<file path="config.mk">
export PLATFORM = sky130hd
export DESIGN_NAME = bals_top
export DESIGN_NICKNAME = d
export VERILOG_FILES = /design/src/hw/bals_pkg.sv /design/src/hw/bals_regmem.sv /design/src/hw/bals_alu.sv /design/src/hw/bals_top.sv
export SDC_FILE = /design/constraint.sdc
export NUM_CORES = 1
export LEC_CHECK = 0
export ABC_AREA = 1
export ABC_CLOCK_PERIOD_IN_PS = 7400
export BUFFER_PORTS_ARGS = -buffer_cell sky130_fd_sc_hd__buf_2
export CAP_MARGIN = 20
export CORE_MARGIN = 4
export CORE_UTILIZATION = 57
export DETAILED_ROUTE_END_ITERATION = 16
export MAX_ROUTING_LAYER = met4
export PLACE_DENSITY = 0.78
export SLEW_MARGIN = 15
export SYNTH_ARGS = -nofsm -noshare
export SYNTH_HDL_FRONTEND = slang
export SYNTH_SLANG_ARGS = --single-unit
</file>
<file path="constraint.sdc">
create_clock -name pclk -period 7.4 [get_ports pclk]
set_clock_uncertainty 0.2 [all_clocks]
set_input_delay 0.74 -clock pclk [delete_from_list [all_inputs] [get_ports pclk]]
set_output_delay 0.74 -clock pclk [all_outputs]
set_load 0.005 [all_outputs]
</file>
<file path="src/hw/bals_pkg.sv">
// constants, field layouts and carrier types for the byte alu slice
// assumes an apb master with 32-bit data and word aligned addresses
package bals_pkg;

  localparam int             DATA_W     = 8;
  localparam int             REG_AW     = 7;
  localparam int             REG_DEPTH  = 128;
  localparam int             PADDR_W    = 12;

  ////////////////////////////////////////////////////////////////////////////
  // register byte offsets
  localparam logic [11:0]    OFS_CMD      = 12'h000;
  localparam logic [11:0]    OFS_ACC      = 12'h004;
  localparam logic [11:0]    OFS_STATUS   = 12'h008;
  localparam logic [11:0]    OFS_REG_IDX  = 12'h00C;
  localparam logic [11:0]    OFS_REG_DATA = 12'h010;
  localparam logic [11:0]    OFS_RESULT   = 12'h014;

  ////////////////////////////////////////////////////////////////////////////
  // command word fields
  localparam int             CMD_OP_LSB   = 0;
  localparam int             CMD_DEST_BIT = 4;
  localparam int             CMD_ADDR_LSB = 8;
  localparam int             CMD_IMM_LSB  = 16;

  // status byte fields: flags low, two held bits, bank select high
  localparam int             ST_C_BIT     = 0;
  localparam int             ST_DC_BIT    = 1;
  localparam int             ST_Z_BIT     = 2;
  localparam int             ST_HELD_LSB  = 3;
  localparam int             ST_BANK_LSB  = 5;
  localparam int             RES_DEST_BIT = 8;

  localparam logic [7:0]     ACC_RST      = 8'h00;
  localparam logic [1:0]     HELD_RST     = 2'b11;
  localparam logic [2:0]     BANK_RST     = 3'b000;
  localparam logic [7:0]     ZERO_BYTE    = 8'h00;
  localparam logic [31:0]    ZERO_WORD    = 32'h0000_0000;
  localparam logic           DEST_ACC     = 1'b0;
  localparam logic           DEST_REG     = 1'b1;

  typedef enum logic [1:0] {
    subtract_acc_from_register,
    xor_acc_with_register,
    nibble_exchange_register,
    xor_immediate_into_acc
  } bals_op_t;

  typedef struct packed {
    logic z;
    logic nibble_borrow_flag;
    logic c;
  } bals_flags_t;

  typedef struct packed {
    bals_op_t            op;
    logic                dest;
    logic [REG_AW-1:0]   addr;
    logic [DATA_W-1:0]   imm;
  } bals_cmd_t;

  typedef struct packed {
    logic [DATA_W-1:0]   value;
    logic                to_acc;
    logic                to_reg;
    bals_flags_t         flags;
  } bals_res_t;

endpackage : bals_pkg

</file>
<file path="src/hw/bals_regmem.sv">
// register file memory for the alu slice, one port, registered read data
// assumes the caller holds write enable for one cycle per write
`timescale 1ns/1ns
`default_nettype none
module bals_regmem #(
  parameter int DEPTH = 128,
  parameter int WIDTH = 8,
  parameter int AW    = $clog2(DEPTH)
) (
  input  wire logic             clk,
  input  wire logic             rst_n,
  input  wire logic             we,
  input  wire logic [AW-1:0]    addr,
  input  wire logic [WIDTH-1:0] wdata,
  output var  logic [WIDTH-1:0] rdata
);

  logic [WIDTH-1:0] mem [DEPTH];

  if (DEPTH < 2 || (2**AW) < DEPTH || WIDTH < 1)
  begin : g_bad_size
    $error("DEPTH must be at least 2 and fit the AW address bits");
  end

  // contents are not reset, as in any register ram
  always_ff @(posedge clk)
  begin
    if (we)
    begin
      mem[addr] <= wdata;
    end
  end

  always_ff @(posedge clk or negedge rst_n)
  begin
    if (!rst_n)
    begin
      rdata <= '0;
    end
    else
    begin
      rdata <= mem[addr];
    end
  end

endmodule : bals_regmem
`default_nettype wire

</file>
<file path="src/hw/bals_alu.sv">
// combinational result and flag logic of the byte alu slice
// assumes operand is the addressed register's current value
`timescale 1ns/1ns
`default_nettype none
module bals_alu (
  input  wire bals_pkg::bals_cmd_t   cmd,
  input  wire logic [7:0]            acc,
  input  wire logic [7:0]            operand,
  input  wire bals_pkg::bals_flags_t flags_in,
  output var  bals_pkg::bals_res_t   res
);
  import bals_pkg::*;

  wire logic [7:0] diff     = operand - acc;
  wire logic       no_borrow = (acc <= operand);
  wire logic       nib_ok   = (acc[3:0] <= operand[3:0]);
  wire logic [7:0] xr_reg   = acc ^ operand;
  wire logic [7:0] xr_imm   = acc ^ cmd.imm;
  wire logic [7:0] swapped  = {operand[3:0], operand[7:4]};
  wire logic       to_reg   = (cmd.dest == DEST_REG);

  always_comb
  begin
    res        = '0;
    res.flags  = flags_in;
    res.to_reg = to_reg;
    res.to_acc = !to_reg;
    unique case (cmd.op)
      subtract_acc_from_register:
      begin
        res.value                    = diff;
        res.flags.c                  = no_borrow;
        res.flags.nibble_borrow_flag = nib_ok;
        res.flags.z                  = (diff == ZERO_BYTE);
      end
      xor_acc_with_register:
      begin
        res.value   = xr_reg;
        res.flags.z = (xr_reg == ZERO_BYTE);
      end
      nibble_exchange_register:
      begin
        res.value = swapped;
      end
      xor_immediate_into_acc:
      begin
        res.value   = xr_imm;
        res.to_acc  = 1'b1;
        res.to_reg  = 1'b0;
        res.flags.z = (xr_imm == ZERO_BYTE);
      end
    endcase
  end

endmodule : bals_alu
`default_nettype wire

</file>
<file path="src/hw/bals_top.sv">
// apb front end, accumulator, status byte and sequencing of the alu slice
// assumes an apb master that holds each request until pready is seen
`timescale 1ns/1ns
`default_nettype none
module bals_top #(
  parameter int REG_DEPTH = bals_pkg::REG_DEPTH
) (
  input  wire logic                         pclk,
  input  wire logic                         presetn,
  input  wire logic                         psel,
  input  wire logic                         penable,
  input  wire logic                         pwrite,
  input  wire logic [bals_pkg::PADDR_W-1:0] paddr,
  input  wire logic [31:0]                  pwdata,
  output var  logic                         pready,
  output var  logic [31:0]                  prdata,
  output var  logic                         pslverr
);
  import bals_pkg::*;

  localparam int MEM_AW = $clog2(REG_DEPTH);

  // the 7-bit register address cannot reach beyond 128 entries
  if (REG_DEPTH < 2 || REG_DEPTH > 2**REG_AW || (2**MEM_AW) != REG_DEPTH)
  begin : g_bad_depth
    $error("REG_DEPTH must be a power of two from 2 to 128");
  end

  // every register offset must be reachable on the address bus
  if ((2**PADDR_W) <= OFS_RESULT)
  begin : g_bad_paddr
    $error("PADDR_W is too narrow for the register map");
  end

  typedef enum logic {S_IDLE, S_EXEC} bals_state_t;

  ////////////////////////////////////////////////////////////////////////////
  // state

  bals_state_t       state_r;
  bals_state_t       state_nxt;
  logic [7:0]        acc_r;
  bals_flags_t       flags_r;
  logic [2:0]        bank_r;
  logic [REG_AW-1:0] reg_idx_r;
  bals_cmd_t         cmd_r;
  logic              is_data_r;
  logic              data_wr_r;
  logic [7:0]        data_wdata_r;
  logic [7:0]        last_val_r;
  logic              last_dest_r;

  ////////////////////////////////////////////////////////////////////////////
  // address decode

  wire logic access    = psel && penable && !pready;
  wire logic idle_acc  = access && (state_r == S_IDLE);
  wire logic hit_cmd   = (paddr == OFS_CMD);
  wire logic hit_acc   = (paddr == OFS_ACC);
  wire logic hit_stat  = (paddr == OFS_STATUS);
  wire logic hit_idx   = (paddr == OFS_REG_IDX);
  wire logic hit_data  = (paddr == OFS_REG_DATA);
  wire logic hit_res   = (paddr == OFS_RESULT);
  wire logic mapped    = hit_cmd || hit_acc || hit_stat || hit_idx || hit_data || hit_res;

  // a command read is harmless and returns zero; only a write issues one
  wire logic start_cmd  = idle_acc && hit_cmd && pwrite;
  wire logic start_data = idle_acc && hit_data;
  wire logic go_exec    = start_cmd || start_data;
  wire logic quick_ans  = idle_acc && !go_exec;

  wire bals_cmd_t new_cmd = '{
    op:   bals_op_t'(pwdata[CMD_OP_LSB +: 2]),
    dest: pwdata[CMD_DEST_BIT],
    addr: pwdata[CMD_ADDR_LSB +: REG_AW],
    imm:  pwdata[CMD_IMM_LSB +: DATA_W]
  };

  // a register file access rides the exec cycle as a dummy command
  wire bals_cmd_t data_cmd = '{
    op:   subtract_acc_from_register,
    dest: DEST_ACC,
    addr: reg_idx_r,
    imm:  ZERO_BYTE
  };

  ////////////////////////////////////////////////////////////////////////////
  // register file and alu

  // the register file is addressed from the request while idle, so its
  // read data is ready when exec starts one cycle later
  wire logic [REG_AW-1:0] pick_addr = hit_cmd ? new_cmd.addr : reg_idx_r;
  wire logic [REG_AW-1:0] mem_addr7 = (state_r == S_IDLE) ? pick_addr : cmd_r.addr;
  wire logic [MEM_AW-1:0] mem_addr  = mem_addr7[MEM_AW-1:0];
  logic      [7:0]        mem_rdata;
  bals_res_t              alu_res;

  wire logic exec      = (state_r == S_EXEC);
  wire logic exec_op   = exec && !is_data_r;
  wire logic op_to_reg = exec_op && alu_res.to_reg;
  wire logic op_to_acc = exec_op && alu_res.to_acc;
  wire logic mem_we    = op_to_reg || (exec && is_data_r && data_wr_r);
  wire logic [7:0] mem_wdata = is_data_r ? data_wdata_r : alu_res.value;

  bals_regmem #(
    .DEPTH (REG_DEPTH),
    .WIDTH (DATA_W),
    .AW    (MEM_AW)
  ) bals_regmem_inst (
    .clk   (pclk),
    .rst_n (presetn),
    .we    (mem_we),
    .addr  (mem_addr),
    .wdata (mem_wdata),
    .rdata (mem_rdata)
  );

  bals_alu bals_alu_inst (
    .cmd      (cmd_r),
    .acc      (acc_r),
    .operand  (mem_rdata),
    .flags_in (flags_r),
    .res      (alu_res)
  );

  ////////////////////////////////////////////////////////////////////////////
  // read data selection

  wire logic [7:0] status_byte = {bank_r, HELD_RST, flags_r.z,
                                  flags_r.nibble_borrow_flag, flags_r.c};
  wire logic [31:0] result_word = {23'h00_0000, last_dest_r, last_val_r};
  wire logic [31:0] quick_rd =
      hit_acc  ? {24'h00_0000, acc_r}                       :
      hit_stat ? {24'h00_0000, status_byte}                 :
      hit_idx  ? {25'h000_0000, reg_idx_r}                  :
      hit_res  ? result_word                                :
                 ZERO_WORD;

  // register file read data only stands in the exec cycle, one clock late
  wire logic        data_rd   = exec && is_data_r && !data_wr_r;
  wire logic [31:0] data_word = {24'h00_0000, mem_rdata};
  wire logic [31:0] prdata_nxt =
      quick_ans ? (pwrite ? ZERO_WORD : quick_rd) :
      data_rd   ? data_word                       :
                  ZERO_WORD;

  wire logic wr_quick = quick_ans && pwrite;
  wire logic unmapped = quick_ans && !mapped;
  wire logic sw_acc   = wr_quick && hit_acc;
  wire logic sw_stat  = wr_quick && hit_stat;
  wire logic sw_idx   = wr_quick && hit_idx;

  // software writes to status lose against the alu only in exec, which
  // never overlaps a bus write because the bus is stalled meanwhile
  wire bals_flags_t sw_flags = '{
    z:                  pwdata[ST_Z_BIT],
    nibble_borrow_flag: pwdata[ST_DC_BIT],
    c:                  pwdata[ST_C_BIT]
  };

  // exec lasts one cycle, so the bus answer follows it at once
  always_comb
  begin
    state_nxt = S_IDLE;
    unique case (state_r)
      S_IDLE: state_nxt = go_exec ? S_EXEC : S_IDLE;
      S_EXEC: state_nxt = S_IDLE;
    endcase
  end

  ////////////////////////////////////////////////////////////////////////////
  // sequencing and bus answer

  always_ff @(posedge pclk or negedge presetn)
  begin
    if (!presetn)
    begin
      state_r <= S_IDLE;
    end
    else
    begin
      state_r <= state_nxt;
    end
  end

  // pready is a one-cycle pulse and the access term excludes the cycle in
  // which it is high, so a request held over the answer is not taken twice
  always_ff @(posedge pclk or negedge presetn)
  begin
    if (!presetn)
    begin
      pready  <= 1'b0;
      pslverr <= 1'b0;
      prdata  <= ZERO_WORD;
    end
    else
    begin
      pready  <= quick_ans || exec;
      pslverr <= unmapped;
      prdata  <= prdata_nxt;
    end
  end

  always_ff @(posedge pclk or negedge presetn)
  begin
    if (!presetn)
    begin
      cmd_r <= '0;
    end
    else if (go_exec)
    begin
      cmd_r <= hit_cmd ? new_cmd : data_cmd;
    end
  end

  always_ff @(posedge pclk or negedge presetn)
  begin
    if (!presetn)
    begin
      is_data_r    <= 1'b0;
      data_wr_r    <= 1'b0;
      data_wdata_r <= ZERO_BYTE;
    end
    else if (go_exec)
    begin
      is_data_r    <= hit_data;
      data_wr_r    <= pwrite;
      data_wdata_r <= pwdata[DATA_W-1:0];
    end
  end

  ////////////////////////////////////////////////////////////////////////////
  // accumulator, status and result

  always_ff @(posedge pclk or negedge presetn)
  begin
    if (!presetn)
    begin
      acc_r <= ACC_RST;
    end
    else if (op_to_acc)
    begin
      acc_r <= alu_res.value;
    end
    else if (sw_acc)
    begin
      acc_r <= pwdata[DATA_W-1:0];
    end
  end

  always_ff @(posedge pclk or negedge presetn)
  begin
    if (!presetn)
    begin
      flags_r <= '0;
    end
    else if (exec_op)
    begin
      flags_r <= alu_res.flags;
    end
    else if (sw_stat)
    begin
      flags_r <= sw_flags;
    end
  end

  // bank select is plain storage; only the status read returns it
  always_ff @(posedge pclk or negedge presetn)
  begin
    if (!presetn)
    begin
      bank_r <= BANK_RST;
    end
    else if (sw_stat)
    begin
      bank_r <= pwdata[ST_BANK_LSB +: 3];
    end
  end

  always_ff @(posedge pclk or negedge presetn)
  begin
    if (!presetn)
    begin
      reg_idx_r <= '0;
    end
    else if (sw_idx)
    begin
      reg_idx_r <= pwdata[REG_AW-1:0];
    end
  end

  always_ff @(posedge pclk or negedge presetn)
  begin
    if (!presetn)
    begin
      last_val_r  <= ZERO_BYTE;
      last_dest_r <= DEST_ACC;
    end
    else if (exec_op)
    begin
      last_val_r  <= alu_res.value;
      last_dest_r <= alu_res.to_reg;
    end
  end

endmodule : bals_top
`default_nettype wire

</file>
# Word-level counts from Yosys, hierarchy flattened
# Memories as Yosys holds them, arrays and structs flattened. A register that Yosys moved wholly into a read port is not among the register bits.
# Cells that the tools add are included.
# Widths: inputs -> output; s select.
dict set report word_totals {
  regBits 70
  mem_bits_rw 1024
  input_bits 49
  output_inout_bits 34
  elab_cells 101
  memories 1
}
# name depth width read_ports rd_clocked_by_memory_dff write_ports line
set mem_list {}
lappend mem_list {bals_regmem_inst.mem 128 8 1 1 1 bals_regmem.sv:18} ;# logic [WIDTH-1:0] mem [DEPTH];
dict set report op_classes {
  addsub 1
  n_lt_le_gt_ge 2
  n_eq_ne 10
  mux 23
  n_bitwise 3
  n_reduce_logical 42
}
# operator count
set ops {}
lappend ops {{$mux 9} 6}
lappend ops {{$mux 8} 4}
lappend ops {{$pmux 8 s4} 1}
lappend ops {{$eq 12x4->1 const B} 2}
lappend ops {{$eq 12x5->1 const B} 2}
lappend ops {{$logic_not 8->1} 3}
lappend ops {{$logic_and 1x1->1} 18}
lappend ops {{$mux 18} 1}
lappend ops {{$xor 8x8->8} 2}
lappend ops {{$mux 7} 2}
lappend ops {{$eq 12x3->1 const B} 1}
lappend ops {{$logic_not 12->1} 1}
lappend ops {{$le 8x8->1} 1}
lappend ops {{$logic_or 1x1->1} 8}
lappend ops {{$sub 8x8->8} 1}
lappend ops {{$logic_not 1->1} 7}
lappend ops {{$mux 3} 2}
lappend ops {{$eq 2x2->1 const B} 2}
lappend ops {{$le 4x4->1} 1}
lappend ops {{$mux 2} 2}
lappend ops {{$ne 4x1->1 const B} 1}
lappend ops {{$reduce_and 2->1} 2}
lappend ops {{$reduce_bool 2->1} 2}
lappend ops {{$mux 1} 3}
lappend ops {{6 further kinds} 6}

# Depth between registers and ports, before layout
# Gate-level depths: netlist of the first run.
dict set report logic_depth {
  ltp_word 12
  depth_mapped 21
  ltp_nobuf 19
}

# Modules after synthesis
# Synthesis of the first run repeated with hierarchy kept, for this count alone.
dict set report hier_totals {
  cells_unflattened 5047
  hier_area_um2 48574.1
}
# mod n_inst cells_each area_per_inst_um2 seq_area_each_um2
set by_module_without_submodules {}
lappend by_module_without_submodules {bals_regmem 1 4402 43989.7 30949.7}
lappend by_module_without_submodules {bals_top 1 475 3637.2 1751.7}
lappend by_module_without_submodules {bals_alu 1 170 947.2 0.0}

# Least setup slack after synthesis of the first run
# OpenSTA, ideal clock, no wires.
dict set report synth_path {
  path_type {register to register}
  from {register acc_r[1]}
  to {memory bals_regmem_inst.mem[0][7], data pin}
  setup_ns 1.197
  t_arrival_ns 6.775
  required_time_ns 6.003
  path_slack_ns -0.772
  stages_incl_launch_ff 14
  n_path_buf 0
  period_less_slack_ns 8.172
  cell_sequence {dfrtp_1 > inv_1 > ha_1 > inv_1 > o21bai_1 > a21oi_1 > o21ai_0 > a21oi_1 > nor2_1 > nor2_1 > xor2_1 > nor2_1 > nor2_1 > o21ai_0}
}
dict set report synth_via {
  elab_chain_cells 3
}
# item line
set synth_rtl {}
lappend synth_rtl {{start, declared} bals_top.sv:42} ;# logic [7:0] acc_r;
lappend synth_rtl {{start signal, assigned} bals_top.sv:243} ;# acc_r <= alu_res.value;
lappend synth_rtl {{start signal, assigned} bals_top.sv:247} ;# acc_r <= pwdata[DATA_W-1:0];
lappend synth_rtl {{$sub 8x8->8} bals_alu.sv:14} ;# wire logic [7:0] diff = operand - acc;
lappend synth_rtl {{$pmux 8 s4} bals_alu.sv:28} ;# unique case (cmd.op)
lappend synth_rtl {{$mux 8} bals_top.sv:103} ;# wire logic [7:0] mem_wdata = is_data_r ? data_wdata_r : alu_res.value;
lappend synth_rtl {{net bals_regmem_inst.wdata[7]} bals_regmem.sv:14} ;# input wire logic [WIDTH-1:0] wdata,
lappend synth_rtl {{end, declared} bals_regmem.sv:18}
# The timed path passes the listed nets, and every way through them passes these cells.

# Worst setup path in the final report of the first run
dict set report layout_path {
  from {input paddr[1] in the netlist's numbering}
  to {memory bals_regmem_inst.mem[115][5] (enable)}
}
dict set report layout_via {
  elab_chain_cells 3
}
# item line
set layout_rtl {}
lappend layout_rtl {{start, declared} bals_top.sv:13} ;# input wire logic [bals_pkg::PADDR_W-1:0] paddr,
lappend layout_rtl {{$logic_not 12->1} bals_top.sv:58} ;# wire logic hit_cmd = (paddr == OFS_CMD);
lappend layout_rtl {{$mux 7} bals_top.sv:92} ;# wire logic [REG_AW-1:0] pick_addr = hit_cmd ? new_cmd.addr : reg_idx_r;
lappend layout_rtl {{$mux 7} bals_top.sv:93} ;# wire logic [REG_AW-1:0] mem_addr7 = (state_r == S_IDLE) ? pick_addr : cmd_r.addr;
# No other way between the ends.

==> reports/metrics.csv, run 1 <==
stage,metric,value,unit
status,outcome,completed,
yosys,ys_warn_count,0,
yosys,ys_seq_area_share,67.3,%
layout,layout-drive-gt1-share,5.69,%
worst_setup_path,required,7.50,ns
detailed_routing,wire_per_inst,19.4,um
floorplanning,ios,83,
detailed_routing,drt_pass1_iterations,6,
clock_network,cts_root_buf,clkbuf_16,
worst_setup_path,setup.worst_path.start,paddr[1],
pwr,intPower,9780,uW
worst_setup_path,cp-end-kind,register,
worst_setup_path,r2r_setup_slack,2.28,ns
layout,nFillCells,6530,
worst_setup_path,arrival,5.30,ns
worst_setup_path,r2r-end,bals_regmem_inst.mem[115][5],
clock_network,clock-sinks,1102,
worst_setup_path,r2r_cells,7,
detailed_routing,via_per_inst,5.51,
layout,layout_common_cells,"nand2_1 (2,921), edfxtp_1 (1,024), nor2_1 (255)",
layout,area_growth,8.55,%
clock_network,cts-htree-levels,3,
worst_setup_path,worstReg2RegStart,exec,
grt,grt_overflow,0,
detailed_routing,drtIter0Drc,4094,
pwr,power_frac_seq,55.4,%
timing,setup_viol,0,
grt,grt_pass1_wl,183,mm
clock_network,insertion_delay,0.68,ns
layout,final_common_cell,nand2_1,
clock_network,cts_buffer_depth,3,
place,io_buffers,50,
worst_setup_path,critical_path_class,in -> reg,
clock_network,cts.repair.resized,0,
pwr,combPwrFrac,0.7,%
clock_network,clk_pin_slew_worst_paths,0.06,ns
layout,antenna_cells,0,
floorplanning,die_x,300,um
yosys,synth.distinct_cells,45,
detailed_routing,drcViolationCount,0,
timing,period_share,70.3,%
timing,clock.fmax,192,MHz
place,gp_congestion,0.956,
timing,rsz0062_at_grt,false,
timing,hold_viol_final,0,
layout,nNetsFinal,5000,
clock_network,cts_tree,done,
flow_run,max_cap_viol_count,0,
floorplanning,fp.coreArea,0.0841,mm2
worst_setup_path,crit_fanout,49,
grt,grt_pass1_vias,32300,
clock_network,tritoncts.num_buffers,107,
yosys,synthTopCellsByArea,"edfxtp_1 (63%), nand2_1 (23%), dfrtp_1 (4.0%)",
yosys,yosysTopAreaCell,edfxtp_1,
floorplanning,rows,106,
place,dp_hpwl,68.1,mm
yosys,avgSynthCellArea,9.80,um2
pwr,p_clk_share,44.0,%
yosys,netlist_instances,4959,
timing,finalSetupTns,0,ns
timing,worst_pin_slew,1.24,ns
detailed_routing,vias,33900,
floorplanning,die_area,0.0900,mm2
yosys,ys_ff_latch,1102,
detailed_routing,antenna_left,0,
pwr,swShare,19.4,%
detailed_routing,finalWirelength,119,mm
layout,final_util,62.7,%
pwr,vdd_drop_max,223,uV
worst_hold_path,hold_class,in -> reg,
yosys,synth_top_area_share,63.3,%
pwr,leakagePower,0.0206,uW
worst_setup_path,cp-start-kind,primary input,
pwr,p_sw,2360,uW
grt,grt_max_degree,229,
floorplanning,die_h,300,um
worst_setup_path,critical_path.endpoint,bals_regmem_inst.mem[115][5],
timing,drv_slew,0,
pwr,powerDensity,230,mW/mm2
timing,fin_crit,5.20,ns
grt,antenna_found_initial,0,
timing,max_slew_margin,17.3,%
yosys,syn_area,0.0486,mm2
floorplanning,start_util,57.8,%
grt,track_usage,27.1,%
[registers in the layout (all words and copies together) (netlist names)]
| register | flops |
|---|---|
| acc_r | 8 |
| bals_regmem_inst.mem | 1024 |
| bals_regmem_inst.rdata | 8 |
| bank_r | 3 |
| cmd_r | 18 |
| data_wdata_r | 8 |
| data_wr_r | 1 |
| exec | 1 |
| flags_r | 3 |
| is_data_r | 1 |
| last_dest_r | 1 |
| last_val_r | 8 |
| prdata | 9 |
| pready | 1 |
| pslverr | 1 |
| reg_idx_r | 7 |
[per-stage QoR]
step                cell area (um2)  setup WS (ns)  std cells  hold slack, ns  power, uW
finish                        52800           2.20       6158          0.0956      12100
global route                  52800           2.14       6158          0.0817      12400
CTS                           52700           2.45       6156          0.0418      12200
detailed placement            49300           1.76       5961           0.268       6930
global placement              49300           1.85       5958           0.261       6930
floorplan                     48700           1.32       4981           0.244       6900
[logic make-up after synthesis]
logic type | after synthesis | share of synthesized area, %
other cells | 1 | 0.00772
flops | 1102 | 67.3
buf+inv | 393 | 4.39
simple gates | 3320 | 26.2
compound gates | 113 | 1.43
mux | 3 | 0.0669
fa+ha+maj | 13 | 0.350
xor+xnor | 14 | 0.252
[area by class of cell]
type                    instances  area [um2]  area share (%)
flip-flops and latches       1102       32700            62.0
well taps                    1134        1420            2.69
repair buffers                 99         711            1.35
inverters                     142         533            1.01
clock buffers                 135        2860            5.41
clock inverters                60         546            1.03
multi-input cells            3486       14000            26.5
[power by group through the flow]
| stage | registers [uW] | logic [uW] | clock network [uW] |
|---|---|---|---|
| 2_1_floorplan | 6860 | 44.7 | 0 |
| 3_3_place_gp | 6860 | 76.2 | 0 |
| 3_5_place_dp | 6860 | 77.5 | 0 |
| 4_1_cts | 6720 | 77.8 | 5370 |
| 5_1_grt | 6720 | 89.6 | 5630 |
| 6_report | 6720 | 80.6 | 5340 |
[cells in the mapped netlist, drive strengths merged]
cell type,instances
mux2i,1
o21ai,56
o221ai,11
clkinv,1
nand4,8
nand2,2936
mux2,2
inv,141
a221oi,8
ha,12
o22ai,6
xor2,4
fa,1
a21oi,12
edfxtp,1024
buf,224
o21bai,3
o31ai,1
a22oi,1
or2,6
dfrtp,78
a211o,2
nand3,90
o211ai,3
nor4,2
clkbuf,27
a211oi,3
nor2,266
conb,1
a31oi,5
nor3,11
o311ai,2
and3,1
xnor2,10
[critical path, cell delays in order]
cell and delay, ns:
buf_2 0.10, nor2_2 0.14, inv_2 0.09, nor2_4 0.19, nand2_4 0.18, nand2_1 0.13
nand2_1 0.07, nand2_1 0.15, nand2_8 0.26, nor2_1 0.99, nand3_1 0.93, buf_4 0.51
nor2_1 0.80
[per-layer routing]
| metal | wire length (um) | vias to the layer above | GRT usage, % | part of all wire [%] |
|---|---|---|---|---|
| li1 | - | 15900 | - | - |
| met1 | 46300 | 16000 | 35.7 | 39 |
| met2 | 56200 | 1724 | 42.4 | 47 |
| met3 | 12100 | 335 | 5.15 | 10 |
| met4 | 4810 | 0 | 10.1 | 4.0 |
| met5 | 0 | - | - | 0 |
[worst min path at each step]
stage,from,endpoint,slack [ns],cells past startpoint
after floorplan,presetn,acc_r[0],0.24,0
after global placement,cmd_r[11],cmd_r[11],0.26,2
after detailed placement,data_wdata_r[4],data_wdata_r[4],0.27,2
after CTS,presetn,cmd_r[3],0.04,1
after global routing,pwdata[23],cmd_r[7],0.08,3
final,pwdata[20],cmd_r[4],0.1,3
[repair_timing]
item | in CTS | in global routing
hold buffers | 0 | 1
endpoints found under the hold margin | 0 | 19
buffers inserted | 0 | 0
No activity file was read; power rests on OpenSTA's default activity.
==> run 2: changes to the inputs <==
--- a/config.mk
+++ b/config.mk
@@ -5,15 +5,15 @@
 export SDC_FILE = /design/constraint.sdc
 export NUM_CORES = 1
 export LEC_CHECK = 0
-export ABC_AREA = 1
-export ABC_CLOCK_PERIOD_IN_PS = 7400
+export ABC_AREA = 0
+export ABC_CLOCK_PERIOD_IN_PS = 5100
 export BUFFER_PORTS_ARGS = -buffer_cell sky130_fd_sc_hd__buf_2
 export CAP_MARGIN = 20
 export CORE_MARGIN = 4
-export CORE_UTILIZATION = 57
+export CORE_UTILIZATION = 60
 export DETAILED_ROUTE_END_ITERATION = 16
 export MAX_ROUTING_LAYER = met4
-export PLACE_DENSITY = 0.78
+export PLACE_DENSITY = 0.79
 export SLEW_MARGIN = 15
 export SYNTH_ARGS = -nofsm -noshare
 export SYNTH_HDL_FRONTEND = slang
==> constraint.sdc (replaced) <==
create_clock -name pclk -period 5.1 [get_ports pclk]
set_clock_uncertainty 0.2 [all_clocks]
set_input_delay 0.51 -clock pclk [delete_from_list [all_inputs] [get_ports pclk]]
set_output_delay 0.51 -clock pclk [all_outputs]
set_load 0.005 [all_outputs]
==> run 2 against run 1 <==
Die area fell by 16%. Clock power rose by 42%. Synthesized cell count fell by 45%. Cell count fell by 35%. First-iteration DRC count fell by 3.1%. Non-clock buffer count rose by 208. Global-route usage rose by 4.3 points. Total power rose by 45%. Worst hold slack got worse by 0.063 ns. Via count fell by 20%. Count of clock-buffer cells in the layout fell by 14. Final area fell by 6.6%.
==> reports/metrics.csv, run 2 <==
stage,metric,value,unit
floorplanning,fp.coreArea,0.0705,mm2
layout,finalNonFillerCells,3983,
floorplanning,die_h,275,um
worst_hold_path,hold_end,cmd_r[11],
worst_hold_path,min_from,pwdata[11],
detailed_routing,drcViolationCount,0,
timing,finalSetupTns,0,ns
detailed_routing,finalWirelength,115,mm
detailed_routing,wire_per_inst,28.8,um
yosys,netlist_instances,2715,
worst_setup_path,crit_slowest_cell,dfrtp_1,
clock_network,cts_root_buf,clkbuf_16,
yosys,synthFlopType,edfxtp_1,
yosys,ys_seq_area_share,76.2,%
timing,hold_viol_final,0,
worst_setup_path,crit_chain,nor2_1 > a41o_1 > or2_1 > buf_4 > nor3_4 > buf_4 > a22oi_1 > a41o_1 > o21ai_0 > nor4_1 > buf_4 > nor4_1,
worst_setup_path,r2r_setup_slack,0.65,ns
layout,multiInputGateArea,0.00935,mm2
grt,grt_max_degree,129,
detailed_routing,vias,27300,
timing,worst_pin_slew,0.921,ns
grt,grt_pass1_vias,27200,
clock_network,cts-htree-levels,3,
timing,drv_slew,0,
grt,grt_pass1_wl,171,mm
worst_setup_path,critical_path_class,reg -> reg,
pwr,powerDensity,357,mW/mm2
worst_setup_path,cp-end-kind,register,
yosys,avgSynthCellArea,15.8,um2
detailed_routing,drtIter0Drc,3966,
pwr,leakagePower,0.0164,uW
worst_setup_path,cpPeakStageDelay,0.80,ns
detailed_routing,drt_pass1_iterations,6,
floorplanning,die_x,275,um
detailed_routing,via_per_inst,6.85,
clock_network,cts.repair.resized,0,
yosys,ys_warn_count,0,
floorplanning,rows,97,
floorplanning,ios,83,
place,dp_hpwl,69.1,mm
worst_hold_path,whs_path_depth,3,
clock_network,clock-sinks,1102,
grt,grt_util_met3,6.71,%
floorplanning,start_util,60.9,%
layout,nNetsFinal,3020,
yosys,post-synth-top-count-cell,edfxtp_1,
worst_setup_path,r2r-end,bals_regmem_inst.rdata[2],
place,gp_congestion,0.977,
yosys,yosysTopAreaCell,edfxtp_1,
clock_network,cts_setup_buffers,0,
layout,regArea,0.0327,mm2
grt,grt-busiest-layer,met2,
worst_setup_path,path_common_cell,buf_4,
timing,setup_viol,0,
status,outcome,completed,
worst_hold_path,hold_class,in -> reg,
layout,layout-drive-gt1-share,15.9,%
grt,grt_use_met2,48.8,%
yosys,synth_top_area_share,71.6,%
worst_setup_path,arrival,4.76,ns
layout,largest_register_ffs,1024,
timing,fin_crit,4.45,ns
timing,period_share,87.3,%
yosys,synth-edff-count,1024,
detailed_routing,antenna_left,0,
clock_network,tritoncts.num_buffers,105,
yosys,syn_area,0.0429,mm2
yosys,synthTopCellsByArea,"edfxtp_1 (72%), a22oi_1 (4.6%), dfrtp_1 (4.5%)",
layout,nFillCells,4314,
place,io_buffers,50,
yosys,synth_async_sr_flop_share,7.08,%
clock_network,insertion_delay,0.69,ns
worst_setup_path,cp-start-kind,register,
timing,clock.fmax,225,MHz
layout,layout_common_cells,"edfxtp_1 (1,024), a22oi_1 (265), nand2_1 (230)",
yosys,synth.distinct_cells,78,
flow_run,max_cap_viol_count,0,
place,place_inst,3766,
layout,area_growth,14.8,%
worst_setup_path,required,5.41,ns
clock_network,cts_hold_buf,24,
worst_setup_path,crit_fanout,24,
grt,use_met1,40.6,%
floorplanning,die_area,0.0759,mm2
timing,max_slew_margin,38.4,%
clock_network,cts_tree,done,
grt,track_usage,31.4,%
pwr,vdd_drop_max,381,uV
clock_network,cts_buffer_depth,3,
yosys,synthTopCellsByCount,"edfxtp_1 (1,024), a22oi_1 (265), nand2_1 (230)",
layout,largest-register,bals_regmem_inst.mem,
worst_setup_path,worstReg2RegStart,exec,
clock_network,clk_pin_slew_worst_paths,0.06,ns
grt,antenna_found_initial,2,
yosys,ys_ff_latch,1102,
layout,reg_top3,"bals_regmem_inst.mem: 1024 flops, cmd_r: 18 flops, prdata: 9 flops",
worst_setup_path,r2r_cells,12,
grt,grt_overflow,0,
timing,rsz0062_at_grt,false,
layout,final_common_cell,edfxtp_1,
[run 2: metal layers]
metal  up-vias  wire length (um)
li1      11400                 -
met1     13500             40600
met2      1942             54400
met3       411             13700
met4         0              6020
met5         -                 0
[run 2: stage by stage]
stage / util [%] / total power, uW / setup slack [ns] / hold WS [ns] / area [um2]
2_1_floorplan: - / 10100 / -0.941 / 0.0144 / 43000
4_1_cts: 69.8 / 17600 / 0.764 / 0.00776 / 49200
6_report: 69.9 / 17600 / 0.648 / 0.0324 / 49300
3_5_place_dp: 64.7 / 10200 / 0.288 / 0.276 / 45600
5_1_grt: 69.9 / 18000 / 0.537 / 0.0388 / 49300
3_3_place_gp: 64.7 / 10100 / 0.414 / 0.263 / 45600
[run 2: area by class of cell]
| cell class | instances | share of cell area [%] |
|---|---|---|
| diodes | 2 | 0.0102 |
| clock buffers | 121 | 5.56 |
| clock inverters | 69 | 1.23 |
| inverters | 34 | 0.259 |
| multi-input cells | 1408 | 19.0 |
| flip-flops and latches | 1102 | 66.4 |
| well taps | 940 | 2.39 |
| repair buffers | 307 | 5.19 |
[run 2: where the power goes]
part	internal [uW]	total (uW)	switching, uW
clock	4300	7600	3300
sequential	9790	9800	4.24
combinational	53.2	184	131
[run 2: critical path: cells and delay by family, from the launching register on]
kind                   cells  cell delay [ns]
flip-flops                 1             0.80
AO/OA/AOI/OAI              4             0.90
buffers and inverters      3             0.81
AND/OR/NAND/NOR            5             1.56
[run 2: cells by family after synthesis]
kind of cell	count (synthesis)	share of synthesized area (%)
xor+xnor	14	0.286
buf+inv	227	2.61
mux	51	1.32
fa+ha+maj	13	0.396
compound gates	704	12.4
simple gates	603	6.79
flops	1102	76.2
other cells	1	0.00874
[run 2: how the worst max path moves through the flow]
stage | startpoint | endpoint | slack [ns]
2_1_floorplan | acc_r[2] | bals_regmem_inst.mem[0][7] | -0.94
3_3_place_gp | paddr[2] | bals_regmem_inst.rdata[4] | 0.41
3_5_place_dp | paddr[0] | bals_regmem_inst.rdata[2] | 0.29
4_1_cts | exec | bals_regmem_inst.rdata[5] | 0.76
5_1_grt | exec | bals_regmem_inst.rdata[5] | 0.54
6_report | exec | bals_regmem_inst.rdata[2] | 0.65
